<file path="src/verilog/smr_pkg.sv">
// package: constants for the mode register and dll-off control block
package smr_pkg;

    // ====================================================================
    // pin widths
    localparam int ADDR_W = 13;
    localparam int BA_W   = 3;
    localparam int LAT_W  = 5;

    // ====================================================================
    // command encodings, {cs_n, ras_n, cas_n, we_n}
    localparam logic [3:0] CMD_MRS   = 4'h0;
    localparam logic [3:0] CMD_REF   = 4'h1;
    localparam logic [3:0] CMD_WRITE = 4'h4;
    localparam logic [3:0] CMD_READ  = 4'h5;
    localparam logic [3:0] CMD_NOP   = 4'h7;

    // bank address selecting each mode register
    localparam logic [BA_W-1:0] BA_MR0 = 3'h0;
    localparam logic [BA_W-1:0] BA_MR1 = 3'h1;
    localparam logic [BA_W-1:0] BA_MR2 = 3'h2;
    localparam logic [BA_W-1:0] BA_MR3 = 3'h3;

    // ====================================================================
    // mode register field positions
    localparam int MR0_CL_LSB   = 4;
    localparam int MR0_CL_MSB   = 6;
    localparam int MR0_DLL_RST  = 8;
    localparam int MR1_DLL_OFF  = 0;
    localparam int MR1_AL_LSB   = 3;
    localparam int MR1_AL_MSB   = 4;
    localparam int MR1_WLVL     = 7;
    localparam int MR2_CWL_LSB  = 3;
    localparam int MR2_CWL_MSB  = 5;
    localparam int MR2_ASR      = 6;
    localparam int MR2_SRT      = 7;
    localparam int MR2_RTT_LSB  = 9;
    localparam int MR2_RTT_MSB  = 10;
    localparam int MR3_LOC_LSB  = 0;
    localparam int MR3_LOC_MSB  = 1;
    localparam int MR3_MPR      = 2;

    // latency field codes
    localparam logic [LAT_W-1:0] CL_BASE  = 5'h04;
    localparam logic [LAT_W-1:0] CWL_BASE = 5'h05;
    localparam logic [1:0]       AL_OFF   = 2'h0;
    localparam logic [1:0]       AL_CL_M1 = 2'h1;
    localparam logic [1:0]       AL_CL_M2 = 2'h2;
    localparam logic [LAT_W-1:0] LAT_ONE  = 5'h01;
    localparam logic [LAT_W-1:0] LAT_TWO  = 5'h02;
    localparam logic [LAT_W-1:0] DLL_OFF_CL  = 5'h06;
    localparam logic [LAT_W-1:0] DLL_OFF_CWL = 5'h06;

    // ====================================================================
    // register port map, byte addresses
    localparam int REG_AW = 4;
    localparam logic [REG_AW-1:0] OFF_CTRL   = 4'h0;
    localparam logic [REG_AW-1:0] OFF_STATUS = 4'h4;
    localparam logic [REG_AW-1:0] OFF_LAT    = 4'h8;
    localparam logic [REG_AW-1:0] OFF_MODE   = 4'hC;

    // control bits
    localparam int CTRL_HOT     = 0;
    localparam int CTRL_LATCLR  = 1;
    // status bits
    localparam int ST_DLL_OFF   = 0;
    localparam int ST_MPR       = 1;
    localparam int ST_WLVL      = 2;
    localparam int ST_ASR       = 3;
    localparam int ST_SRT       = 4;
    localparam int ST_SR_FAST   = 5;
    localparam int ST_LAT_ERR   = 6;
    // latency register fields
    localparam int LAT_CL_LSB   = 0;
    localparam int LAT_CWL_LSB  = 8;
    localparam int LAT_AL_LSB   = 16;
    localparam int LAT_WL_LSB   = 24;
    // mode register fields
    localparam int MODE_RTT_LSB = 0;
    localparam int MODE_LOC_LSB = 4;
    localparam int MODE_RL_LSB  = 8;

endpackage

</file>
<file path="src/verilog/smr_sync.sv">
// two flip-flop synchroniser for a group of pin inputs
`timescale 1ns/10ps
`default_nettype none

module smr_sync
#(
    parameter int W = 1
)
(
    input  wire logic         ref_clk_i,
    input  wire logic         nrst_i,
    input  wire logic [W-1:0] d_i,
    output logic      [W-1:0] q_o
);

    logic [W-1:0] meta;

    // first stage feeds only the second stage
    always_ff @(posedge ref_clk_i or negedge nrst_i)
    begin
        if (!nrst_i)
        begin
            meta <= '0;
            q_o  <= '0;
        end
        else
        begin
            meta <= d_i;
            q_o  <= meta;
        end
    end

endmodule
`default_nettype wire

</file>
<file path="src/verilog/smr_mode_ctl.sv">
// mode register decode, latency timing and dll-off control of the memory
//
// The implementer's own choices: the register addresses and strobed register access.
`timescale 1ns/10ps
`default_nettype none

// Overview of operation
// cas write latency from MR2 A5..A3
// write latency is additive plus cas write
// asr clear: srt bit picks refresh rate
// asr set: thermal sensor picks refresh rate
// dynamic write termination from MR2 A10..A9
// write leveling disables dynamic write termination
// MRS with bank three writes MR3
// controller zeroes reserved MR3 bits
// pattern select ignored while mpr off
// controller enables mpr from idle banks
// reads under mpr return calibration pattern
// controller issues only reads under mpr
// nop registers no new command
// deselect executes no new command
// MR1 A0 turns dll off until cleared
// dll-off needs cl six, cwl six
// dll-off read window starts one earlier
// controller dll-off sequence via self refresh
// controller holds cke, odt after exit
// controller dll-on sequence via self refresh
// controller resets dll, reprograms latencies
// controller holds cke, odt until locked
// controller waits lock before dll commands
// dll reset bit clears itself
// additive latency decode from MR1 A4..A3
module smr_mode_ctl
#(
    parameter int PIPE_DEPTH = 32
)
(
    input  wire logic                          ref_clk_i,
    input  wire logic                          nrst_i,
    input  wire logic                          ck_i,
    input  wire logic                          mem_rst_n_i,
    input  wire logic                          cs_n_i,
    input  wire logic                          ras_n_i,
    input  wire logic                          cas_n_i,
    input  wire logic                          we_n_i,
    input  wire logic [smr_pkg::BA_W-1:0]      ba_i,
    input  wire logic [smr_pkg::ADDR_W-1:0]    addr_i,
    input  wire logic [smr_pkg::REG_AW-1:0]    reg_addr_i,
    input  wire logic [31:0]                   reg_wdata_i,
    input  wire logic                          reg_wr_i,
    input  wire logic                          reg_rd_i,
    output logic      [31:0]                   reg_rdata_o,
    output logic                               rd_dqs_start_o,
    output logic                               rd_mpr_start_o,
    output logic                               wr_data_start_o,
    output logic                               dll_off_o,
    output logic                               dll_reset_o,
    output logic                               mpr_en_o,
    output logic      [1:0]                    mpr_loc_o,
    output logic      [1:0]                    rtt_wr_o,
    output logic                               sr_fast_o,
    output logic      [smr_pkg::LAT_W-1:0]     rl_o,
    output logic      [smr_pkg::LAT_W-1:0]     wl_o
);
    import smr_pkg::*;

    // ====================================================================
    // pin synchronisation and command clock edge
    localparam int PIN_W = 6 + BA_W + ADDR_W;

    logic [PIN_W-1:0]  pins_s;
    logic              ck_s;
    logic              ck_d;
    logic              mrst_n_s;
    logic [3:0]        cmd;
    logic [BA_W-1:0]   ba_s;
    logic [ADDR_W-1:0] a_s;
    logic              ck_edge;

    smr_sync #(.W(PIN_W)) u_pin_sync
    (
        .ref_clk_i (ref_clk_i),
        .nrst_i    (nrst_i),
        .d_i       ({ck_i, mem_rst_n_i, cs_n_i, ras_n_i, cas_n_i, we_n_i,
                     ba_i, addr_i}),
        .q_o       (pins_s)
    );

    assign {ck_s, mrst_n_s, cmd, ba_s, a_s} = pins_s;

    always_ff @(posedge ref_clk_i or negedge nrst_i)
    begin
        if (!nrst_i)
            ck_d <= 1'b0;
        else
            ck_d <= ck_s;
    end

    assign ck_edge = ck_s & ~ck_d;

    // ====================================================================
    // command decode; nop and deselect fall through with no effect
    logic is_mrs;
    logic is_rd;
    logic is_wr;

    assign is_mrs = ck_edge && (cmd == CMD_MRS);
    assign is_rd  = ck_edge && (cmd == CMD_READ);
    assign is_wr  = ck_edge && (cmd == CMD_WRITE);

    // ====================================================================
    // mode register fields
    logic [2:0] cl_code;
    logic       dll_off;
    logic [1:0] al_code;
    logic       wlvl;
    logic [2:0] cwl_code;
    logic       asr;
    logic       srt;
    logic [1:0] rtt_wr;
    logic       mpr_en;
    logic [1:0] mpr_loc;
    logic       dll_rst;

    always_ff @(posedge ref_clk_i or negedge nrst_i)
    begin
        if (!nrst_i)
        begin
            cl_code <= '0;
            dll_off <= 1'b0;
            al_code <= '0;
            wlvl    <= 1'b0;
        end
        else if (!mrst_n_s)
        begin
            cl_code <= '0;
            dll_off <= 1'b0;
            al_code <= '0;
            wlvl    <= 1'b0;
        end
        else if (is_mrs && ba_s == BA_MR0)
            cl_code <= a_s[MR0_CL_MSB:MR0_CL_LSB];
        else if (is_mrs && ba_s == BA_MR1)
        begin
            dll_off <= a_s[MR1_DLL_OFF];
            al_code <= a_s[MR1_AL_MSB:MR1_AL_LSB];
            wlvl    <= a_s[MR1_WLVL];
        end
    end

    always_ff @(posedge ref_clk_i or negedge nrst_i)
    begin
        if (!nrst_i)
        begin
            cwl_code <= '0;
            asr      <= 1'b0;
            srt      <= 1'b0;
            rtt_wr   <= '0;
        end
        else if (!mrst_n_s)
        begin
            cwl_code <= '0;
            asr      <= 1'b0;
            srt      <= 1'b0;
            rtt_wr   <= '0;
        end
        else if (is_mrs && ba_s == BA_MR2)
        begin
            cwl_code <= a_s[MR2_CWL_MSB:MR2_CWL_LSB];
            asr      <= a_s[MR2_ASR];
            srt      <= a_s[MR2_SRT];
            rtt_wr   <= a_s[MR2_RTT_MSB:MR2_RTT_LSB];
        end
    end

    // reserved MR3 bits are not stored, so a stray one does no harm
    always_ff @(posedge ref_clk_i or negedge nrst_i)
    begin
        if (!nrst_i)
        begin
            mpr_en  <= 1'b0;
            mpr_loc <= '0;
        end
        else if (!mrst_n_s)
        begin
            mpr_en  <= 1'b0;
            mpr_loc <= '0;
        end
        else if (is_mrs && ba_s == BA_MR3)
        begin
            mpr_en  <= a_s[MR3_MPR];
            mpr_loc <= a_s[MR3_LOC_MSB:MR3_LOC_LSB];
        end
    end

    // dll reset request lives for one command clock cycle only
    always_ff @(posedge ref_clk_i or negedge nrst_i)
    begin
        if (!nrst_i)
            dll_rst <= 1'b0;
        else if (!mrst_n_s)
            dll_rst <= 1'b0;
        else if (is_mrs && ba_s == BA_MR0)
            dll_rst <= a_s[MR0_DLL_RST];
        else if (ck_edge)
            dll_rst <= 1'b0;
    end

    // ====================================================================
    // latency arithmetic
    logic [LAT_W-1:0] cl;
    logic [LAT_W-1:0] cwl;
    logic [LAT_W-1:0] al;
    logic [LAT_W-1:0] next_rl;
    logic [LAT_W-1:0] next_wl;

    assign cl  = CL_BASE + LAT_W'(cl_code);
    assign cwl = CWL_BASE + LAT_W'(cwl_code);

    always_comb
    begin
        unique case (al_code)
            AL_CL_M1: al = cl - LAT_ONE;
            AL_CL_M2: al = cl - LAT_TWO;
            default:  al = '0;
        endcase
    end

    // whole clocks only, so one sum per latency
    assign next_wl = al + cwl;
    assign next_rl = dll_off ? (al + cl - LAT_ONE) : (al + cl);

    // ====================================================================
    // latency pipes advanced on each command clock edge
    logic [PIPE_DEPTH-1:0] rd_pipe;
    logic [PIPE_DEPTH-1:0] mpr_pipe;
    logic [PIPE_DEPTH-1:0] wr_pipe;
    logic                  rd_hit;
    logic                  mpr_hit;
    logic                  wr_hit;

    always_ff @(posedge ref_clk_i or negedge nrst_i)
    begin
        if (!nrst_i)
        begin
            rd_pipe  <= '0;
            mpr_pipe <= '0;
            wr_pipe  <= '0;
        end
        else if (ck_edge)
        begin
            rd_pipe  <= {rd_pipe[PIPE_DEPTH-2:0], is_rd};
            mpr_pipe <= {mpr_pipe[PIPE_DEPTH-2:0], is_rd & mpr_en};
            wr_pipe  <= {wr_pipe[PIPE_DEPTH-2:0], is_wr};
        end
    end

    // a tap of zero cannot occur: latencies are at least three
    assign rd_hit  = ck_edge && rd_pipe[rl_o - LAT_ONE];
    assign mpr_hit = ck_edge && mpr_pipe[rl_o - LAT_ONE];
    assign wr_hit  = ck_edge && wr_pipe[wl_o - LAT_ONE];

    // ====================================================================
    // outputs
    logic thermal_hot;

    always_ff @(posedge ref_clk_i or negedge nrst_i)
    begin
        if (!nrst_i)
        begin
            rd_dqs_start_o  <= 1'b0;
            rd_mpr_start_o  <= 1'b0;
            wr_data_start_o <= 1'b0;
        end
        else
        begin
            rd_dqs_start_o  <= rd_hit;
            rd_mpr_start_o  <= mpr_hit;
            wr_data_start_o <= wr_hit;
        end
    end

    always_ff @(posedge ref_clk_i or negedge nrst_i)
    begin
        if (!nrst_i)
        begin
            dll_off_o   <= 1'b0;
            dll_reset_o <= 1'b0;
            mpr_en_o    <= 1'b0;
            mpr_loc_o   <= '0;
            rtt_wr_o    <= '0;
            sr_fast_o   <= 1'b0;
            rl_o        <= CL_BASE;
            wl_o        <= CWL_BASE;
        end
        else
        begin
            dll_off_o   <= dll_off;
            dll_reset_o <= dll_rst & ck_edge;
            mpr_en_o    <= mpr_en;
            mpr_loc_o   <= mpr_en ? mpr_loc : 2'h0;
            rtt_wr_o    <= wlvl ? 2'h0 : rtt_wr;
            sr_fast_o   <= asr ? thermal_hot : srt;
            rl_o        <= next_rl;
            wl_o        <= next_wl;
        end
    end

    // ====================================================================
    // register port
    logic lat_err;
    logic lat_clr;

    assign lat_clr = reg_wr_i && reg_addr_i == OFF_CTRL
                     && reg_wdata_i[CTRL_LATCLR];

    // thermal reading is supplied by software on behalf of the sensor
    always_ff @(posedge ref_clk_i or negedge nrst_i)
    begin
        if (!nrst_i)
            thermal_hot <= 1'b0;
        else if (reg_wr_i && reg_addr_i == OFF_CTRL)
            thermal_hot <= reg_wdata_i[CTRL_HOT];
    end

    // sticky: dll-off with latencies the block cannot honour; set wins
    always_ff @(posedge ref_clk_i or negedge nrst_i)
    begin
        if (!nrst_i)
            lat_err <= 1'b0;
        else if (dll_off && (cl != DLL_OFF_CL || cwl != DLL_OFF_CWL))
            lat_err <= 1'b1;
        else if (lat_clr)
            lat_err <= 1'b0;
    end

    always_ff @(posedge ref_clk_i or negedge nrst_i)
    begin
        if (!nrst_i)
            reg_rdata_o <= '0;
        else if (!reg_rd_i)
            reg_rdata_o <= '0;
        else
        begin
            reg_rdata_o <= '0;
            unique case (reg_addr_i)
                OFF_CTRL:
                    reg_rdata_o[CTRL_HOT] <= thermal_hot;
                OFF_STATUS:
                begin
                    reg_rdata_o[ST_DLL_OFF] <= dll_off;
                    reg_rdata_o[ST_MPR]     <= mpr_en;
                    reg_rdata_o[ST_WLVL]    <= wlvl;
                    reg_rdata_o[ST_ASR]     <= asr;
                    reg_rdata_o[ST_SRT]     <= srt;
                    reg_rdata_o[ST_SR_FAST] <= sr_fast_o;
                    reg_rdata_o[ST_LAT_ERR] <= lat_err;
                end
                OFF_LAT:
                begin
                    reg_rdata_o[LAT_CL_LSB +: LAT_W]  <= cl;
                    reg_rdata_o[LAT_CWL_LSB +: LAT_W] <= cwl;
                    reg_rdata_o[LAT_AL_LSB +: LAT_W]  <= al;
                    reg_rdata_o[LAT_WL_LSB +: LAT_W]  <= wl_o;
                end
                OFF_MODE:
                begin
                    reg_rdata_o[MODE_RTT_LSB +: 2]    <= rtt_wr_o;
                    reg_rdata_o[MODE_LOC_LSB +: 2]    <= mpr_loc_o;
                    reg_rdata_o[MODE_RL_LSB +: LAT_W] <= rl_o;
                end
                default:
                    reg_rdata_o <= '0;
            endcase
        end
    end
endmodule
`default_nettype wire

</file>
<file path="config.mk">
export PLATFORM = sky130hd
export DESIGN_NAME = smr_mode_ctl
export DESIGN_NICKNAME = d
export VERILOG_FILES = /design/src/verilog/smr_pkg.sv /design/src/verilog/smr_sync.sv /design/src/verilog/smr_mode_ctl.sv
export SDC_FILE = /design/constraint.sdc
export NUM_CORES = 1
export LEC_CHECK = 0
export ABC_AREA = 1
export BUFFER_PORTS_ARGS = -buffer_cell sky130_fd_sc_hd__clkbuf_2
export CELL_PAD_IN_SITES_DETAIL_PLACEMENT = 0
export CELL_PAD_IN_SITES_GLOBAL_PLACEMENT = 1
export CORE_MARGIN = 2
export CORE_UTILIZATION = 47
export CTS_CLUSTER_SIZE = 8
export DETAILED_ROUTE_END_ITERATION = 8
export MAX_ROUTING_LAYER = met4
export PLACE_DENSITY_LB_ADDON = 0.1
export SLEW_MARGIN = 30
export SYNTH_ARGS = -nofsm -noshare
export SYNTH_HDL_FRONTEND = slang
export SYNTH_HIERARCHICAL = 1
export SYNTH_SLANG_ARGS = --single-unit
</file>
<file path="constraint.sdc">
create_clock -name ref_clk_i -period 7.1 [get_ports ref_clk_i]
set_clock_uncertainty 0.1 [all_clocks]
set_input_delay 0.71 -clock ref_clk_i [delete_from_list [all_inputs] [get_ports ref_clk_i]]
set_output_delay 0.71 -clock ref_clk_i [all_outputs]
set_load 0.01 [all_outputs]
</file>
; ---- Word-level counts from Yosys, hierarchy flattened
; Cells that the tools add are included.
[op_classes]
eq_ne = 18
n_addsub = 9
mux = 49
n_lt_le_gt_ge = 2
reduce_logical = 19
n_bitwise = 4
[op_table]
columns = op, n
row1 = $mux 29, 1
row2 = $mux 1, 22
row3 = $pmux 5 s2, 2
row4 = $mux 2, 9
row5 = $bmux 1 s5, 3
row6 = $mux 5, 3
row7 = $sub 5x1->5 const B, 3
row8 = $logic_and 1x1->1, 13
row9 = $eq 4x3->1 const B, 3
row10 = $lt 5x6->1 const B, 2
row11 = $mux 3, 4
row12 = $add 5x4->5, 2
row13 = $ne 2x2->1 const B, 5
row14 = $add 3x3->4 const A, 2
row15 = $eq 4x4->1 const B, 2
row16 = $logic_not 4->1, 2
row17 = $ne 4x3->1 const B, 2
row18 = $eq 3x2->1 const B, 2
row19 = $pmux 1 s3, 2
row20 = $sub 4x1->5 const B, 1
row21 = $sub 4x2->5 const B, 1
row22 = $pmux 1 s4, 1
row23 = $pmux 2 s2, 1
row24 = $and 1x1->1, 3
row25 = 10 further kinds, 10
[totals]
output_inout_bits = 53
register_bits = 214
elab_cells = 132

; ---- Depth between registers and ports, before layout
; Gate-level depths: netlist of the first run.
[depth]
word_depth = 7
mapped_depth = 14
mapped_depth_nobuf = 14

; ---- Hierarchy
; Netlist of the first run, hierarchy kept.
[modules_own_cells]
columns = mod, cells_per_inst, instances, seq_area_each_um2, area_per_inst_um2
row1 = smr_mode_ctl, 944, 1, 3982.6, 7579.8
row2 = smr_sync, 44, 1, 1101.1, 1101.1

; ---- Worst setup path after synthesis of the first run
; OpenSTA, ideal clock, no wires.
[synth_timing]
kind = register to register
start = register cl_code[1]
end = register rl_o[4] in the netlist's numbering
stages_incl_launch_ff = 12
synth_period_minus_slack_ps = 2476
setup_slack_ps = 4624
arrival_time_ps = 2251
required_ps = 6875
cell_sequence = dfrtp_1 -> inv_1 -> ha_1 -> o22ai_1 -> inv_1 -> nor2_1 -> fa_1 -> inv_1 -> ha_1 -> and3_1 -> nand2_1 -> xor2_1
[synth_between]
elab_chain_len = 6
[synth_lines]
columns = item, line
row1 = "start, declared", smr_mode_ctl.sv:113  ; logic [2:0] cl_code;
row2 = "start signal, assigned", smr_mode_ctl.sv:142  ; cl_code <= a_s[MR0_CL_MSB:MR0_CL_LSB];
row3 = $add 3x3->4 *, smr_mode_ctl.sv:217  ; assign cl = CL_BASE + LAT_W'(cl_code);
row4 = $sub 4x2->5 / $sub 4x1->5 (equally long branches), "smr_mode_ctl.sv:224, smr_mode_ctl.sv:223"
row5 = $pmux 5 s2, smr_mode_ctl.sv:222  ; unique case (al_code)
row6 = $add 5x4->5 *, smr_mode_ctl.sv:231  ; assign next_rl = dll_off ? (al + cl - LAT_ONE) : (al + cl);
row7 = $sub 5x1->5, smr_mode_ctl.sv:231
row8 = $mux 5 *, smr_mode_ctl.sv:231
row9 = named net next_rl[4], smr_mode_ctl.sv:214  ; logic [LAT_W-1:0] next_rl;
row10 = "end signal, assigned", smr_mode_ctl.sv:304  ; rl_o <= next_rl;
row11 = "end, declared", smr_mode_ctl.sv:62  ; output logic [smr_pkg::LAT_W-1:0] rl_o,
; The timed path passes the listed nets; every way through them passes the cells marked *.
; A chain may end at the register's enable or synchronous reset.

; ---- Final worst setup path of the first run
[layout_timing]
start = register rl_o[0] in the netlist's numbering
end = register rd_dqs_start_o
[layout_between]
elab_chain_len = 4
[layout_lines]
columns = item, line
row1 = $sub 5x1->5, smr_mode_ctl.sv:259  ; assign rd_hit = ck_edge && rd_pipe[rl_o - LAT_ONE];
row2 = $bmux 1 s5, smr_mode_ctl.sv:259
row3 = $mux 1 (implied by the code), smr_mode_ctl.sv:259
row4 = $logic_and 1x1->1, smr_mode_ctl.sv:259
row5 = named net rd_hit, smr_mode_ctl.sv:238  ; logic rd_hit;
row6 = "end signal, assigned", smr_mode_ctl.sv:277  ; rd_dqs_start_o <= rd_hit;
row7 = "end, declared", smr_mode_ctl.sv:53  ; output logic rd_dqs_start_o,
; The timed path passes the listed nets, and every way through them passes these cells. The select of a mux whose other input is x is not followed.

==> flow_summary.json, run 1 <==
{
  "maxSlewViolCount": 0,
  "io_pins": 115,
  "die_area_um2": 19400,
  "post_drt_wl_per_cell_um": 14.4,
  "critPathLaunchType": "register",
  "drc": 0,
  "cts_inserted_buffers": 17,
  "coreArea_um2": 18000,
  "die_w_um": 139,
  "critPathMaxFanout": 35,
  "clk_path_buf_depth": 2,
  "ctsResizeCount": 0,
  "drtIter0Drc": 421,
  "grt_pass1_wl_um": 31400,
  "nets": 1121,
  "antenna_found_initial": 0,
  "drive_gt1_frac": 0.114,
  "finalWeightedCongestion": 0.814,
  "ant_nets": 0,
  "setup-violations-final": 0,
  "routed_wl_um": 18400,
  "p_leak_nw": 4.99,
  "dp_hpwl_um": 11700,
  "cpPeakStageDelay_ns": 0.70,
  "crit_type": "register to register",
  "slew-limit-headroom": 0.450,
  "ff2ff_setup_slack_ns": 4.04,
  "syn2layout_area_growth_pct": 12.1,
  "vias_per_cell": 4.92,
  "chipHeight_um": 139,
  "fillCellCount": 1723,
  "peakVddDrop_v": 0.000168,
  "cts_tree": "done",
  "postLayoutCoreUtil": 0.535,
  "post-cts-setup-buffers": 0,
  "rsz0062_at_grt": "false",
  "dr.pass1.iters": 4,
  "row_count": 49,
  "max_slew.worst_pin.slew_ns": 0.825,
  "grt_overflow": 0,
  "fmax_mhz": 327,
  "diodes": 0,
  "grt_use_total": 0.209,
  "port_buffers": 71,
  "min_period_ns": 3.06,
  "cts-root-buf": "clkbuf_16",
  "path_cells": "inv_2, ha_1, inv_1, nand3_1, nand3_1, nand3_1, nand2_1, nand2_1, nand2_1, nor2_1",
  "h-tree-depth": 4,
  "grt_max_degree": 98,
  "via_count": 6292,
  "status": "finished, final reports clean",
  "postCtsHoldBufs": 0,
  "clk_pin_slew_ns": 0.07,
  "cp.arrival_ns": 3.31,
  "clkLatencyLatePin_ns": 0.44,
  "syn-cell-area_um2": 8580,
  "powerDensity_nw_per_um2": 234,
  "reg2regPathDepth": 10,
  "grt_pass1_vias": 6186,
  "endpoint_kind": "register",
  "hold_viol": 0,
  "synth_cells": 984,
  "hold_path.class": "primary input to async pin",
  "fin_setup_tns_ns": 0,
  "worstReg2RegEnd": "rd_dqs_start_o",
  "floorplan.initialDensity": 0.478,
  "max_cap_violations": 0,
  "finalCritPeriodShare": 0.431,
  "cp.required_ns": 7.35,
  "synth_warnings": 6,
  "slowest_stage": "ha_1",
  "syn_area_per_cell_um2": 8.72,
  "rr_startpoint": "rl_o[0]",
  "clkSinkCount": 199
}
-- power breakdown --
| part | switching [mW] | internal [mW] |
|---|---|---|
| Sequential | 0.0249 | 1.17 |
| Combinational | 0.0720 | 0.0301 |
| Clock | 0.458 | 0.499 |
-- layout by cell type, fill, tap and decap left out, types with 10 or more instances in the layout --
cell type / count
nand2_1: 416
dfrtp_1: 196
nand3_1: 104
clkbuf_2: 70
inv_1: 67
o21ai_0: 31
nor2_1: 22
ha_1: 19
clkbuf_16: 17
a21oi_1: 13
nand4_1: 11
conb_1: 11
o22ai_1: 10
-- state kept, by name, summed over array words and instances (netlist names), 3 cells and up --
name,flops
cl_code,3
u_pin_sync/q_o,20
reg_rdata_o,21
u_pin_sync/meta,20
rd_pipe,32
rl_o,5
wr_pipe,32
mpr_pipe,32
wl_o,5
cwl_code,3
-- area by class of cell --
cell class	instances	area, µm²	area share
inverter	69	259	0.0269
clock inverter	14	149	0.0155
multi-input combinational	675	3100	0.323
timing repair buffer	76	409	0.0426
tap	229	287	0.0298
clock buffer	17	425	0.0442
sequential	199	4980	0.518
-- worst max-delay path by stage --
stage,from,endpoint,slack (ns),cells past startpoint
6_report,rl_o[0],rd_dqs_start_o,4.04,10
3_3_place_gp,rl_o[0],rd_mpr_start_o,4.02,10
2_1_floorplan,cl_code[1],rl_o[4],4.62,11
4_1_cts,rl_o[0],rd_dqs_start_o,3.98,10
5_1_grt,rl_o[0],rd_dqs_start_o,3.78,10
3_5_place_dp,rl_o[0],rd_dqs_start_o,4.02,10
-- routing by layer --
metal  share of wire  GRT usage  up-vias
met5               0          -        -
met4          0.0070     0.0431        0
met3           0.033     0.0456        8
met2            0.48      0.325       91
met1            0.48      0.287     3007
li1                -          -     3186
-- stage by stage --
stage	hold slack [ns]	setup slack (ns)	instance area, µm²	power, mW	instances
floorplan	0.231	4.62	8620	1.27	994
global placement	0.232	4.02	9030	1.32	1248
detailed placement	0.235	4.02	9030	1.32	1248
CTS	0.142	3.98	9610	2.29	1279
global route	0.157	3.78	9620	2.35	1279
finish	0.119	4.04	9620	2.25	1279
-- worst max-delay path, delay by kind of cell (launching register included) --
family / cells / cell delay (ns)
and+or+nand+nor: 7 / 0.78
adders and majority gates: 1 / 0.70
DFF: 1 / 0.38
buffers and inverters: 2 / 1.00
No activity file was read; power rests on OpenSTA's default activity.
==> inputs of run 2 (changes only) <==
--- a/config.mk
+++ b/config.mk
@@ -5,12 +5,12 @@
 export SDC_FILE = /design/constraint.sdc
 export NUM_CORES = 1
 export LEC_CHECK = 0
-export ABC_AREA = 1
+export ABC_AREA = 0
 export BUFFER_PORTS_ARGS = -buffer_cell sky130_fd_sc_hd__clkbuf_2
 export CELL_PAD_IN_SITES_DETAIL_PLACEMENT = 0
 export CELL_PAD_IN_SITES_GLOBAL_PLACEMENT = 1
 export CORE_MARGIN = 2
-export CORE_UTILIZATION = 47
+export CORE_UTILIZATION = 41
 export CTS_CLUSTER_SIZE = 8
 export DETAILED_ROUTE_END_ITERATION = 8
 export MAX_ROUTING_LAYER = met4
==> constraint.sdc (replaced) <==
create_clock -name ref_clk_i -period 2.8 [get_ports ref_clk_i]
set_clock_uncertainty 0.1 [all_clocks]
set_input_delay 0.28 -clock ref_clk_i [delete_from_list [all_inputs] [get_ports ref_clk_i]]
set_output_delay 0.28 -clock ref_clk_i [all_outputs]
set_load 0.01 [all_outputs]
==> flow_summary.json, run 2 <==
{
  "status": "finished, final reports clean",
  "crit_family": "compound AO/OA/AOI/OAI gates",
  "finalCritPeriodShare": 0.920,
  "p_total_mw": 5.81,
  "fmax_mhz": 388,
  "cp.arrival_ns": 2.83,
  "routed_wl_um": 17200,
  "die_area_um2": 22100,
  "grt_pass1_vias": 5815,
  "peakVddDrop_v": 0.000412,
  "layout_commonest_cell": "nand2_1",
  "ant_nets": 0,
  "path_common_cell": "inv_1",
  "floorplan.initialDensity": 0.421,
  "min_period_ns": 2.58,
  "synth_warnings": 6,
  "hold_path.class": "primary input to register",
  "grt_use_met3": 0.0405,
  "max_slew.worst_pin.slew_ns": 0.800,
  "setup-violations-final": 0,
  "path_cells": "inv_1, ha_1, inv_1, o22ai_1, nand2b_1, inv_1, ha_1, a31o_2, a21oi_1, xnor2_1, nor3_1, xnor2_1",
  "met1_usage": 0.213,
  "drive_gt1_frac": 0.181,
  "maxSlewViolCount": 0,
  "finalWeightedCongestion": 0.783,
  "endpoint_kind": "register",
  "slowest_stage": "dfrtp_1",
  "final_cell_mix": "301 x nand2_1, 196 x dfrtp_1, 70 x clkbuf_2",
  "io_pins": 115,
  "clk_path_buf_depth": 2,
  "critPathLaunchType": "register",
  "power.switching_mw": 1.50,
  "vias_per_cell": 4.85,
  "ff2ff_setup_slack_ns": 0.22,
  "grt_max_degree": 72,
  "chipHeight_um": 149,
  "top_usage_layer": "met2",
  "syn2layout_area_growth_pct": 18.2,
  "grt_pass1_wl_um": 29400,
  "post_drt_wl_per_cell_um": 14.7,
  "coreArea_um2": 20400,
  "diodes": 0,
  "syn-cell-area_um2": 8570,
  "postLayoutCoreUtil": 0.497,
  "drtIter0Drc": 297,
  "cts_inserted_buffers": 17,
  "crit_type": "register to register",
  "grt_use_total": 0.175,
  "p_sw_frac": 0.259,
  "port_buffers": 71,
  "syn_area_per_cell_um2": 10.9,
  "cts-root-buf": "clkbuf_16",
  "clkLatencyLatePin_ns": 0.44,
  "critPathMaxFanout": 4,
  "die_w_um": 149,
  "antenna_found_initial": 0,
  "dp_hpwl_um": 12100,
  "clkSinkCount": 199,
  "max_cap_violations": 0,
  "slew-limit-headroom": 0.467,
  "p_comb_frac": 0.048,
  "row_count": 52,
  "dr.pass1.iters": 5,
  "p_leak_nw": 5.20,
  "clk_pin_slew_ns": 0.08,
  "pwr-share-seq": 0.518,
  "largestRegisters": "mpr_pipe: 32 flops, rd_pipe: 32 flops, wr_pipe: 32 flops",
  "nets": 969,
  "internal_power_mw": 4.31,
  "fin_setup_tns_ns": 0,
  "met2_usage": 0.300,
  "crit_buf_inv": 3,
  "power.share.clock": 0.435,
  "grt_overflow": 0,
  "cp.required_ns": 3.05,
  "synth_cells": 789,
  "h-tree-depth": 4,
  "via_count": 5665,
  "powerDensity_nw_per_um2": 574,
  "cts_tree": "done",
  "rsz0062_at_grt": "false",
  "hold_viol": 0,
  "drc": 0,
  "cpPeakStageDelay_ns": 0.40
}
==> run 2: changes by cell type in the layout (fill, tap and decap cells not counted), moves of 9 or more <==
| cell | before | now |
|---|---|---|
| o21ai_0 | 31 | 7 |
| o22ai_1 | 10 | 1 |
| mux2i_1 | 0 | 29 |
| xnor2_1 | 3 | 13 |
| inv_1 | 67 | 19 |
| nand2_1 | 416 | 301 |
| nand4_1 | 11 | 2 |
| nand3_1 | 104 | 1 |
| mux4_2 | 0 | 25 |
| buf_4 | 3 | 17 |
| dlygate4sd3_1 | 0 | 24 |
| nor2b_1 | 0 | 28 |
==> run 2: cell type report <==
| cell class | count | area, µm² |
|---|---|---|
| well taps | 270 | 338 |
| fillers | 1836 | 10200 |
| clock inverters | 15 | 209 |
| flip-flops and latches | 199 | 4980 |
| inverters | 19 | 71.3 |
| multi-input cells | 536 | 3340 |
| clock buffers | 17 | 425 |
| repair buffers | 113 | 752 |
==> run 2: timing repair <==
item | CTS | global route
resized for setup | 0 | 0
endpoints found under the hold margin | 89 | 0
buffers inserted | 0 | 0
hold buffers | 24 | 0
==> run 2: metrics by stage <==
stage	setup WS, ns	cells	hold slack (ns)	instance area, µm²
finish	0.225	1169	0.0567	10100
floorplan	0.345	799	-0.116	8600
CTS	0.195	1169	0.0356	10100
detailed placement	0.219	1113	0.212	9250
global route	0.0371	1169	0.0645	10100
global placement	0.260	1113	0.202	9250
==> run 2: worst paths after layout <==
| path | startpoint | end | cells past startpoint |
|---|---|---|---|
| max | al_code[0] | rl_o[4] | 12 |
| min | reg_addr_i[0] | reg_rdata_o[3] | 4 |
| max reg2reg | al_code[0] | rl_o[4] | 12 |
| min reg2reg | u_pin_sync/meta[19] | u_pin_sync/q_o[19] | 0 |
| max in group asynchronous | nrst_i | rd_mpr_start_o | 3 |
| min in group asynchronous | nrst_i | rd_pipe[17] | 2 |
==> run 2: tightest hold or removal path, cell delays in order <==
cell and delay, ns:
clkbuf_2 0.07, nor2_1 0.05, nand2_1 0.10, nor2_1 0.05
==> run 2: power by group through the flow <==
stage	registers, mW	logic (mW)	clock network [mW]
after floorplan	3.05	0.143	0
after global placement	3.06	0.252	0
final	3.01	0.277	2.53
after detailed placement	3.07	0.259	0
after CTS	3.01	0.286	2.60
after global routing	3.02	0.317	2.74
==> run 2: layer usage <==
metal / wire length (µm) / vias to the layer above
met5: 0 / -
met4: 181 / 0
met3: 449 / 13
met2: 9140 / 89
met1: 7470 / 2825
li1: - / 2738
==> inputs of run 3 (changes only) <==
--- a/config.mk
+++ b/config.mk
@@ -14,7 +14,7 @@
 export CTS_CLUSTER_SIZE = 8
 export DETAILED_ROUTE_END_ITERATION = 8
 export MAX_ROUTING_LAYER = met4
-export PLACE_DENSITY_LB_ADDON = 0.1
+export PLACE_DENSITY_LB_ADDON = 0.15
 export SLEW_MARGIN = 30
 export SYNTH_ARGS = -nofsm -noshare
 export SYNTH_HDL_FRONTEND = slang
==> flow_summary.json, run 3 (synthesis gave the netlist of run 2 again) <==
{
  "critPathMaxFanout": 4,
  "slowest_stage": "dfrtp_1",
  "fin_setup_tns_ns": 0,
  "dp_hpwl_um": 11900,
  "max_slew.worst_pin.slew_ns": 0.614,
  "dr.pass1.iters": 6,
  "crit_type": "register to register",
  "post_drt_wl_per_cell_um": 14.8,
  "antenna_found_initial": 0,
  "status": "finished, final reports clean",
  "cpPeakStageDelay_ns": 0.40,
  "chipHeight_um": 149,
  "largestRegisters": "mpr_pipe: 32 flops, rd_pipe: 32 flops, wr_pipe: 32 flops",
  "maxSlewViolCount": 0,
  "hold_viol": 0,
  "crit_path_start": "al_code[0]",
  "ff2ff_setup_slack_ns": 0.25,
  "syn2layout_area_growth_pct": 18.0,
  "worstReg2RegEnd": "rl_o[4]",
  "drc": 0,
  "nets": 966,
  "grt_pass1_vias": 5870,
  "reg2regPathDepth": 12,
  "max_cap_violations": 0,
  "grt_use_total": 0.174,
  "peakVddDrop_v": 0.000378,
  "cts_tree": "done",
  "floorplan.initialDensity": 0.421,
  "cp.arrival_ns": 2.80,
  "via_count": 5625,
  "p_leak_nw": 5.19,
  "finalCritPeriodShare": 0.909,
  "h-tree-depth": 4,
  "min_period_ns": 2.55,
  "diodes": 0,
  "grt_overflow": 0,
  "drive_gt1_frac": 0.181,
  "vias_per_cell": 4.82,
  "final_cell_mix": "301 x nand2_1, 196 x dfrtp_1, 70 x clkbuf_2",
  "critPathLaunchType": "register",
  "clkLatencyLatePin_ns": 0.43,
  "die_area_um2": 22100,
  "grt_pass1_wl_um": 29500,
  "hold_path.class": "primary input to register",
  "rr_startpoint": "al_code[0]",
  "coreArea_um2": 20400,
  "fmax_mhz": 393,
  "port_buffers": 71,
  "clk_path_buf_depth": 2,
  "crit_end": "rl_o[4]",
  "die_w_um": 149,
  "hold_slack_ns": 0.0124,
  "powerDensity_nw_per_um2": 574,
  "io_pins": 115,
  "slew-limit-headroom": 0.591,
  "setup-violations-final": 0,
  "row_count": 52,
  "routed_wl_um": 17300,
  "rsz0062_at_grt": "false",
  "finalWeightedCongestion": 0.817,
  "fin_ws_ns": 0.254,
  "endpoint_kind": "register",
  "path_cells": "inv_1, ha_1, inv_1, o22ai_1, nand2b_1, inv_1, ha_1, a31o_2, a21oi_1, xnor2_1, nor3_1, xnor2_1",
  "cts_inserted_buffers": 17,
  "post-place-ws_ns": 0.250,
  "layout_commonest_cell": "nand2_1",
  "cp.required_ns": 3.06,
  "cts-root-buf": "clkbuf_16",
  "path_common_cell": "inv_1",
  "clkSinkCount": 199,
  "clk_pin_slew_ns": 0.08,
  "drtIter0Drc": 273,
  "grt_max_degree": 69,
  "ant_nets": 0,
  "post-cts-setup-buffers": 0
}
[run 3: per-stage QoR]
step	power [mW]	area, µm²	instances	utilization
finish	5.80	10100	1166	0.496
floorplan	3.19	8600	799	-
CTS	5.88	10100	1166	0.496
detailed placement	3.33	9260	1112	0.455
global route	6.05	10100	1166	0.496
global placement	3.32	9260	1112	0.455
[run 3: metal layers]
layer / up-vias / wire [µm] / GRT usage
met3: 20 / 437 / 0.0285
met1: 2787 / 7720 / 0.222
met4: 0 / 449 / 0.0671
met2: 82 / 8680 / 0.282
met5: - / 0 / -
li1: 2736 / - / -
[run 3: area by class of cell]
class	count	area, µm²
fill	1846	10300
sequential	199	4980
multi-input combinational	536	3340
timing repair buffer	110	749
clock buffer	17	425
tap	270	338
clock inverter	15	200
inverter	19	71.3
[run 3: worst min path at each step]
| stage | from | end | slack, ns | cells past startpoint |
|---|---|---|---|---|
| after floorplan | nrst_i | al_code[0] | -0.12 | 0 |
| after global placement | nrst_i | rd_pipe[22] | 0.22 | 1 |
| after detailed placement | nrst_i | rd_pipe[21] | 0.23 | 1 |
| after CTS | reg_wdata_i[1] | lat_err | 0.003 | 4 |
| after global routing | reg_wdata_i[1] | lat_err | 0.02 | 4 |
| final | reg_wdata_i[1] | lat_err | 0.01 | 4 |
[run 3: repair_timing]
item,in CTS,in global routing
resized for setup,0,0
hold buffers,22,0
endpoints found under the hold margin,86,0
[run 3: power by group]
group	switching, mW	total (mW)	internal (mW)	leakage [nW]
Sequential	0.0571	3.01	2.95	2.67
Clock	1.21	2.51	1.30	0.304
Combinational	0.165	0.275	0.110	2.22
[run 3: worst max-delay path: cells and delay by family (launching register included)]
kind / cells / cell delay (ns)
xor+xnor: 2 / 0.25
buf+inv: 3 / 0.33
fa+ha+maj: 2 / 0.45
simple gates: 2 / 0.36
flops: 1 / 0.40
compound gates: 3 / 0.59
